--- config.mk ---
export PLATFORM = sky130hd
export DESIGN_NAME = interrupt_mask_bank
export DESIGN_NICKNAME = d
export VERILOG_FILES = /design/src/verilog/irq_mask_pkg.sv /design/src/verilog/interrupt_mask_bank.sv /design/src/verilog/mask_register.sv /design/src/verilog/irq_gate.sv
export VERILOG_INCLUDE_DIRS = /design/src /design/src/verilog
export SDC_FILE = /design/constraint.sdc
export NUM_CORES = 1
export LEC_CHECK = 0
export BUFFER_PORTS_ARGS = -buffer_cell sky130_fd_sc_hd__buf_2
export CORE_ASPECT_RATIO = 0.9
export CORE_MARGIN = 5
export CORE_UTILIZATION = 43
export CTS_CLUSTER_DIAMETER = 50
export DETAILED_ROUTE_END_ITERATION = 6
export HOLD_SLACK_MARGIN = 0.06
export PLACE_DENSITY = 0.74
export SLEW_MARGIN = 20
export SYNTH_ARGS = -nofsm -noshare
export SYNTH_HDL_FRONTEND = slang
export SYNTH_HIERARCHICAL = 1
export SYNTH_SLANG_ARGS = --single-unit
--- constraint.sdc ---
create_clock -name clk -period 1.35 [get_ports clk]
set_input_delay 0.0675 -clock clk [delete_from_list [all_inputs] [get_ports clk]]
set_output_delay 0.0675 -clock clk [all_outputs]
set_load 0.05 [all_outputs]
--- src/verilog/irq_mask_defines.svh ---
`ifndef IRQ_MASK_DEFINES_SVH
`define IRQ_MASK_DEFINES_SVH

// Register offsets on the serial register port
`define MASK_PG_OFFSET       8'h0a
`define MASK_FAULT_OFFSET    8'h0b

// Reset values, restored by power-on and the register-reset command
`define MASK_PG_RESET        8'hc0
`define MASK_FAULT_RESET     8'h00

// Bits that software may change; the rest read as zero
`define MASK_PG_WRITABLE     8'hff
`define MASK_FAULT_WRITABLE  8'h0f

// Answer to an unmapped address
`define REG_UNMAPPED_DATA    8'h00

// Event counts per register and in total
`define PG_EVENT_COUNT       8
`define FAULT_EVENT_COUNT    4
`define ALL_EVENT_COUNT      12

`endif

--- src/verilog/irq_mask_pkg.sv ---
package irq_mask_pkg;

    // Power-good and supply mask fields, bit 7 first
    typedef struct packed {
        logic chargeStateChangeMask;
        logic powerSequenceGoodMask;
        logic stepDownOkMask;
        logic buckBoostOkMask;
        logic linreg1OkMask;
        logic linreg2OkMask;
        logic inputSupplyOkMask;
        logic inputOvervoltageMask;
    } mask_power_good_t;

    // Fault mask fields; upper nibble is reserved
    typedef struct packed {
        logic [3:0] reserved;
        logic       systemRailShortMask;
        logic       batteryOvercurrentMask;
        logic       batteryDepletionMask;
        logic       thermalShutdownMask;
    } mask_faults_t;

    // Event flags, each in the bit position of its mask
    typedef struct packed {
        logic [7:0] powerGood;
        logic [3:0] faults;
    } event_flags_t;

endpackage

--- src/verilog/interrupt_mask_bank.sv ---
`include "irq_mask_defines.svh"

module interrupt_mask_bank (
    input  wire logic                         clk,
    input  wire logic                         resetn,
    input  wire logic [7:0]                   regAddr,
    input  wire logic [7:0]                   regWrData,
    input  wire logic                         regWrite,
    input  wire logic                         regRead,
    output logic      [7:0]                   regRdData,
    output logic                              regRdValid,
    input  wire logic                         regResetCmd,
    input  wire irq_mask_pkg::event_flags_t   eventFlags,
    output logic      [`ALL_EVENT_COUNT-1:0]  pendingEvents,
    output logic                              hostInterrupt
);

    irq_mask_pkg::mask_power_good_t pgMask;
    irq_mask_pkg::mask_faults_t     faultMask;
    logic [7:0]                     pgValue;
    logic [7:0]                     faultValue;
    logic                           pgWrite;
    logic                           faultWrite;
    logic [7:0]                     rdData_reg;
    logic [7:0]                     rdData_next;
    logic                           rdValid_reg;
    logic                           rdValid_next;

    // Address match, shared by write strobes and read mux
    function automatic logic addrHits(input logic [7:0] addr,
                                      input logic [7:0] offset);
        addrHits = (addr == offset);
    endfunction

    // Write strobes per register
    assign pgWrite    = regWrite && addrHits(regAddr, `MASK_PG_OFFSET);
    assign faultWrite = regWrite &&
                        addrHits(regAddr, `MASK_FAULT_OFFSET);

    // Power-good mask: bits 7 and 6 masked after reset, rest open
    mask_register #(
        .RESET_VALUE (`MASK_PG_RESET),
        .WRITABLE    (`MASK_PG_WRITABLE)
    ) pgMaskReg (
        .clk       (clk),
        .resetn    (resetn),
        .regReset  (regResetCmd),
        .writeEn   (pgWrite),
        .writeData (regWrData),
        .value     (pgValue)
    );

    // Fault mask: all open after reset, upper nibble hardwired zero
    mask_register #(
        .RESET_VALUE (`MASK_FAULT_RESET),
        .WRITABLE    (`MASK_FAULT_WRITABLE)
    ) faultMaskReg (
        .clk       (clk),
        .resetn    (resetn),
        .regReset  (regResetCmd),
        .writeEn   (faultWrite),
        .writeData (regWrData),
        .value     (faultValue)
    );

    // Field views of the stored bytes
    assign pgMask    = irq_mask_pkg::mask_power_good_t'(pgValue);
    assign faultMask = irq_mask_pkg::mask_faults_t'(faultValue);

    // Event order matches mask bit order: charge status
    // sequence good rails input supply
    // then faults
    irq_gate gate (
        .clk       (clk),
        .resetn    (resetn),
        .flags     ({eventFlags.powerGood, eventFlags.faults}),
        .masks     ({pgMask.chargeStateChangeMask,
                     pgMask.powerSequenceGoodMask,
                     pgMask.stepDownOkMask,
                     pgMask.buckBoostOkMask,
                     pgMask.linreg1OkMask,
                     pgMask.linreg2OkMask,
                     pgMask.inputSupplyOkMask,
                     pgMask.inputOvervoltageMask,
                     faultMask.systemRailShortMask,
                     faultMask.batteryOvercurrentMask,
                     faultMask.batteryDepletionMask,
                     faultMask.thermalShutdownMask}),
        .pending   (pendingEvents),
        .interrupt (hostInterrupt)
    );

    // Read mux; unmapped addresses answer zero rather than stale data
    always_comb begin
        rdData_next  = rdData_reg;
        rdValid_next = regRead;
        if (regRead) begin
            if (addrHits(regAddr, `MASK_PG_OFFSET)) begin
                rdData_next = pgValue;
            end else if (addrHits(regAddr, `MASK_FAULT_OFFSET)) begin
                rdData_next = faultValue;
            end else begin
                rdData_next = `REG_UNMAPPED_DATA;
            end
        end
    end

    always_ff @(posedge clk) begin
        if (!resetn) begin
            rdData_reg  <= `REG_UNMAPPED_DATA;
            rdValid_reg <= 1'b0;
        end else begin
            rdData_reg  <= rdData_next;
            rdValid_reg <= rdValid_next;
        end
    end

    assign regRdData  = rdData_reg;
    assign regRdValid = rdValid_reg;

endmodule

--- src/verilog/mask_register.sv ---
`include "irq_mask_defines.svh"

module mask_register #(
    parameter logic [7:0] RESET_VALUE = 8'h00,
    parameter logic [7:0] WRITABLE    = 8'hff
) (
    input  wire logic       clk,
    input  wire logic       resetn,
    input  wire logic       regReset,
    input  wire logic       writeEn,
    input  wire logic [7:0] writeData,
    output logic      [7:0] value
);

    logic [7:0] value_reg;
    logic [7:0] value_next;

    // Reset command beats a same-cycle write; reserved bits stay zero
    always_comb begin
        value_next = value_reg;
        if (regReset) begin
            value_next = RESET_VALUE;
        end else if (writeEn) begin
            value_next = writeData & WRITABLE;
        end
    end

    always_ff @(posedge clk) begin
        if (!resetn) begin
            value_reg <= RESET_VALUE;
        end else begin
            value_reg <= value_next;
        end
    end

    assign value = value_reg;

endmodule

--- src/verilog/irq_gate.sv ---
`include "irq_mask_defines.svh"

module irq_gate (
    input  wire logic                         clk,
    input  wire logic                         resetn,
    input  wire logic [`ALL_EVENT_COUNT-1:0]  flags,
    input  wire logic [`ALL_EVENT_COUNT-1:0]  masks,
    output logic      [`ALL_EVENT_COUNT-1:0]  pending,
    output logic                              interrupt
);

    logic [`ALL_EVENT_COUNT-1:0] unmasked;
    logic [`ALL_EVENT_COUNT-1:0] pending_reg;
    logic [`ALL_EVENT_COUNT-1:0] pending_next;
    logic                        interrupt_reg;
    logic                        interrupt_next;

    // Mask bit 0 passes the event, 1 blocks it
    genvar i;
    generate
        for (i = 0; i < `ALL_EVENT_COUNT; i = i + 1) begin : gateBit
            assign unmasked[i] = flags[i] & ~masks[i];
        end
    endgenerate

    // Registered so the pin never glitches on a mask write
    always_comb begin
        pending_next   = unmasked;
        interrupt_next = |unmasked;
    end

    always_ff @(posedge clk) begin
        if (!resetn) begin
            pending_reg   <= '0;
            interrupt_reg <= 1'b0;
        end else begin
            pending_reg   <= pending_next;
            interrupt_reg <= interrupt_next;
        end
    end

    assign pending   = pending_reg;
    assign interrupt = interrupt_reg;

endmodule

==> results of run 1 <==
==> worst min path at each step <==
stage | start | endpoint | slack, ns | cells past startpoint
after detailed placement | regWrData[6] | pgMaskReg/value[6] | 0.30 | 2
final | resetn | gate/interrupt | 0.1 | 2
after floorplan | regWrData[6] | pgMaskReg/value[6] | 0.19 | 1
after global placement | regWrData[6] | pgMaskReg/value[6] | 0.29 | 2
after global routing | resetn | gate/interrupt | 0.10 | 2
after CTS | resetn | gate/interrupt | 0.09 | 2
==> critical path: cells and delay by family <==
family,cells,cell delay (ns)
buffers and inverters,3,0.77
AOI/OAI and AO/OA,2,0.59
==> final cells by class <==
class                   instances  area, um^2
fillers                       260        1100
flip-flops and latches         34         681
multi-input cells              83         652
repair buffers                 82         531
clock buffers                   7        86.3
well taps                      42        52.6
inverters                       9        33.8
clock inverters                 1        5.00
==> layer usage <==
metal / GRT usage [%] / vias to the layer above / share of wire, %
met5: 0 / - / 0
met4: 6.34 / 0 / 2.1
met3: 7.11 / 8 / 6.1
met2: 29.3 / 32 / 49
met1: 18.2 / 553 / 43
li1: - / 620 / -
==> cells in the mapped netlist <==
master and n:
a211o_1 2, buf_2 2, buf_4 5, buf_6 2
clkbuf_1 1, clkbuf_2 2, conb_1 1, dfxtp_1 34
inv_1 9, mux2i_1 18, nand2_1 1, nand2b_1 8
nand2b_4 1, nand3b_1 8, nand4_1 1, nand4bb_1 1
nor2_1 17, nor2b_1 2, nor3_1 5, nor4_1 2
o2111ai_1 1, o22ai_1 2, o41a_1 1, o41ai_2 8
or3_4 1
==> metrics by stage <==
stage               instance area [um^2]  cells  setup TNS, ns  hold WS (ns)  setup WS [ns]
floorplan                           1440    138              0         0.190         0.0184
global placement                    1750    230              0         0.290         0.0365
detailed placement                  1750    230       -0.00300         0.296       -0.00300
CTS                                 2040    258              0        0.0884          0.157
global route                        2040    258              0         0.100         0.0824
finish                              2040    258              0        0.0969          0.104
==> where the power goes <==
| part | internal (mW) | switching [mW] |
|---|---|---|
| Sequential | 1.02 | 0.00484 |
| Clock | 0.411 | 0.360 |
| Combinational | 0.121 | 0.164 |
==> repair_timing <==
action / CTS / global route
setup buffers: 0 / 0
hold buffers: 20 / 0
hold endpoints to repair: 24 / 0
==> cell families (layout without fill, tap and decap cells) <==
logic type,count (synthesis),in the layout,synth area share [%]
mux,18,18,12.6
compound gates,14,14,12.6
simple gates,47,47,18.9
other cells,1,4,0.262
flops,34,34,47.5
buf+inv,21,99,8.21
==> key figures, run 1 <==
Die
  – FP Rows: 19
  – Starting density of the core: 45.7%
  – Chip width: 70.8 um
  – IO Pins: 55
  – Core area: 3140 um^2
  – Die height: 64.8 um
  – Die area: 4590 um^2

Layout
  – Final core utilization: 65.0%
  – Max FFs per register: 12
  – # nets final: 248
  – Share of layout cells above drive strength 1: 37.0%
  – Commonest cells after routing, fill and taps aside: buf_2 (54), dfxtp_1 (34), dlygate4sd3_1 (20)
  – Commonest non-fill, non-tap cell in the layout: buf_2
  – Area Overhead vs Synth: 42.4%
  – Ant. Diodes: 0

Job
  – Max-Cap Viols: 0

Setup path
  – Critical Path AT: 1.42 ns
  – Kind of critical path: primary input to flip-flop
  – Req. time, crit path: 1.52 ns
  – Reg2reg end: gate/interrupt
  – Worst reg2reg path depth: 3
  – R2r setup slk: 0.16 ns
  – Crit-path slowest cell: dlygate4sd3_1
  – RR Startpoint: faultMaskReg/value[3]
  – Crit path launch type: primary input
  – CP max stage delay: 0.56 ns
  – CP Capture Point: gate/interrupt
  – Setup crit end kind: flip-flop
  – CP Cell Sequence: dlygate4sd3_1 -> buf_2 -> inv_1 -> o2111ai_1 -> o41a_1
  – Critical Path Source: eventFlags[1]
  – Critical path fanouts, max: 2

Global route
  – First-pass GRT wire length: 5890 um
  – GRT Resource Usage Total: 16.8%
  – Vias in the first global route: 1291
  – Initial antenna violation count: 0
  – GRT overflow: 0
  – Pin count of the biggest net entering global routing: 13

STA
  – Max frequency: 802 MHz
  – Final hold vios: 0
  – Max Slew Vio Count: 0
  – Period minus WS final: 1.25 ns
  – Final setup fails: 0
  – Clock Skew: 0.00288 ns
  – Final worst-path cycle share: 92.3%
  – RSZ-0062 raised after global routing: false

Synth
  – Syn. warnings: 6
  – Seq/Total Area, Yosys: 47.5%
  – Average size of a mapped cell: 10.6 um^2
  – Synth area leaders: dfxtp_1 (48%), mux2i_1 (13%), o41ai_2 (9.1%), nor2_1 (4.5%), nand3b_1 (4.2%)
  – Synth area leader: dfxtp_1
  – Synth Cell Area: 1430 um^2
  – Synth top area share: 47.5%
  – #FFs+latches synth: 34
  – Synth Instances: 135
  – Synth unique cells: 25

Routing
  – Pre-Repair DR Iteration Count: 4
  – Initial drt markers: 36
  – Vias: 1213
  – Post-DRT Antenna Nets: 0
  – Per-cell routed wire length: 13.9 um
  – Number of vias per cell: 4.70
  – DRT Wirelength: 3580 um
  – DR DRC count: 0

Pwr
  – Overall Power: 2.08 mW
  – Pwr Density: 1020 nW/um^2
  – P_leak: 0.951 nW
  – Max VDD drop: 0.775 mV

Clock tree
  – Clock transition at path regs: 0.06 ns
  – Clock latency at the later pin of the worst-skew pair: 0.29 ns
  – CTS max path bufs: 2
  – Clk Tree Root Cell: clkbuf_8
  – Clock Sinks: 34
  – CTS tree: yes
  – Post_cts resized: 0
  – Total CTS buffers: 5
  – H-tree Lvls: 2

Hold path
  – Worst Hold Class: primary input to flip-flop

Placement
  – Gp weighted congestion: 0.772
  – Final HPWL DP: 2650 um
  – Port bufs: 54

Outcome
  – Status: complete, no violations
Note: power is estimated with default switching activity, not from simulation.
==> run 2: changes to the inputs <==
--- a/config.mk
+++ b/config.mk
@@ -8,7 +8,7 @@
 export LEC_CHECK = 0
 export BUFFER_PORTS_ARGS = -buffer_cell sky130_fd_sc_hd__buf_2
 export CORE_ASPECT_RATIO = 0.9
-export CORE_MARGIN = 5
+export CORE_MARGIN = 8
 export CORE_UTILIZATION = 43
 export CTS_CLUSTER_DIAMETER = 50
 export DETAILED_ROUTE_END_ITERATION = 6
==> run 2 against run 1 <==
  * Cell count down 1.6%
  * Clock skew grew 0.0018 ns
  * Worst hold slack got worse by 0.029 ns
  * Sequential share of layout area is 0.39 points higher
  * Critical path depth did not move
  * Sequential cell count unchanged
  * Combinational power down 4%
  * Register-to-register slack about the same
==> key figures, run 2 (same netlist as run 1, synthesis figures left out) <==
Clock tree
  – Clk Tree Root Cell: clkbuf_8
  – Post-CTS setup buffer count: 0
  – H-tree Lvls: 2
  – Post-CTS Hold Fix Bufs: 14
  – Clock transition at path regs: 0.06 ns
  – Post_cts resized: 0
  – Total CTS buffers: 5
  – Clock latency at the later pin of the worst-skew pair: 0.27 ns
  – CTS max path bufs: 2
  – CTS tree: yes
  – Clock Sinks: 34

Placement
  – Final HPWL DP: 2740 um
  – Port bufs: 54
  – Gp weighted congestion: 0.844

Setup path
  – Critical path fanouts, max: 2
  – Crit path launch type: primary input
  – Kind of critical path: primary input to flip-flop
  – RR Startpoint: pgMaskReg/value[0]
  – Critical Path AT: 1.38 ns
  – Reg2reg end: gate/interrupt
  – Worst reg2reg path depth: 3
  – Setup crit end kind: flip-flop
  – R2r setup slk: 0.17 ns
  – Req. time, crit path: 1.51 ns

Hold path
  – Worst Hold Class: primary input to flip-flop
  – Cells on Worst Hold Path: 3
  – Min-delay src: eventFlags[7]
  – Hold Crit Endpoint: gate/pending[7]

Routing
  – Wire length on met3: 223 um
  – Pre-Repair DR Iteration Count: 4
  – Initial drt markers: 84
  – Vias: 1198
  – Per-cell routed wire length: 13.9 um
  – Number of vias per cell: 4.72
  – Top sig layer: met4
  – Metal-1 WL: 1560 um
  – DR DRC count: 0
  – Post-DRT Antenna Nets: 0
  – DRT Wirelength: 3520 um
  – Met2 wire len: 1710 um

STA
  – Clock Skew: 0.00463 ns
  – Final worst-path cycle share: 90.8%
  – Max Slew Vio Count: 0
  – Total Neg Setup Slack: 0 ns
  – Period minus WS final: 1.23 ns
  – Final hold vios: 0
  – Max frequency: 815 MHz
  – Final setup fails: 0
  – Hold_ws: 0.0680 ns
  – RSZ-0062 raised after global routing: false

Global route
  – GRT overflow: 0
  – Initial antenna violation count: 0
  – Vias in the first global route: 1255
  – First-pass GRT wire length: 5600 um
  – GRT Resource Usage Total: 12.7%
  – Pin count of the biggest net entering global routing: 13

Layout
  – Commonest cells after routing, fill and taps aside: buf_2 (54), dfxtp_1 (34), mux2i_1 (18)
  – # nets final: 243
  – Ant. Diodes: 0
  – Multi-input gate area: 652 um^2
  – Layout fillers: 282
  – Max FFs per register: 12
  – Area Overhead vs Synth: 40.8%
  – Seq. cell area: 681 um^2
  – Commonest non-fill, non-tap cell in the layout: buf_2
  – Share of layout cells above drive strength 1: 37.6%

Outcome
  – Status: complete, no violations

Pwr
  – Sequential power share: 46.2%
  – Logic pwr share: 12.3%
  – P_leak: 0.939 nW
  – Psw: 499 uW
  – Sw Share: 22.5%
  – Clk pwr share: 41.5%
  – Pint: 1.72 mW
  – Max VDD drop: 0.459 mV
  – Pwr Density: 1100 nW/um^2

Die
  – Chip width: 76.8 um
  – Die area: 5440 um^2
  – IO Pins: 55
  – Starting density of the core: 43.7%
  – FP Rows: 20
  – Core area: 3280 um^2
  – Die height: 70.8 um

Job
  – Max-Cap Viols: 0
==> run 2: power groups by stage <==
stage	clock, mW	combinational (mW)	sequential (mW)
after floorplan	0	0.0887	1.12
after global placement	0	0.234	1.05
after detailed placement	0	0.237	1.05
after CTS	0.941	0.270	1.03
after global routing	1.00	0.290	1.03
final	0.924	0.273	1.03
==> run 2: final cells by class <==
cell class	count	share of cell area [%]
Multi-Input combinational cell	83	32.3
Tap cell	44	2.73
Sequential cell	34	33.7
Timing Repair Buffer	77	23.9
Clock buffer	6	4.09
Clock inverter	1	1.49
Inverter	9	1.67
==> run 2: layer usage <==
metal  up-vias  GRT usage (%)
li1        610              -
met1       555           13.7
met2        31           21.1
met3         2           5.32
met4         0           5.76
met5         -              0
==> run 2: critical path: stages <==
cell           delay, ns
dlygate4sd3_1       0.54
buf_2               0.13
nand2b_1            0.09
o2111ai_1           0.14
o41a_1              0.42
==> run 2: how the worst max path moves through the flow <==
stage                    endpoint  slack (ns)           from
2_1_floorplan  pgMaskReg/value[6]        0.02     regAddr[5]
3_3_place_gp   pgMaskReg/value[7]        0.03     regAddr[5]
3_5_place_dp   pgMaskReg/value[7]       0.001     regAddr[5]
4_1_cts            gate/interrupt        0.14  eventFlags[3]
5_1_grt            gate/interrupt        0.11  eventFlags[4]
6_report           gate/interrupt        0.12  eventFlags[4]
==> run 2: through the flow <==
stage          instance area, um^2  worst slack [ns]  instances  power (mW)  utilization (%)
3_3_place_gp                  1740            0.0304        231        1.28             53.2
6_report                      2020             0.124        254        2.22             61.5
2_1_floorplan                 1440            0.0184        138        1.21                -
3_5_place_dp                  1740           0.00106        231        1.29             53.2
5_1_grt                       2020             0.107        254        2.32             61.5
4_1_cts                       2000             0.140        252        2.24             60.9
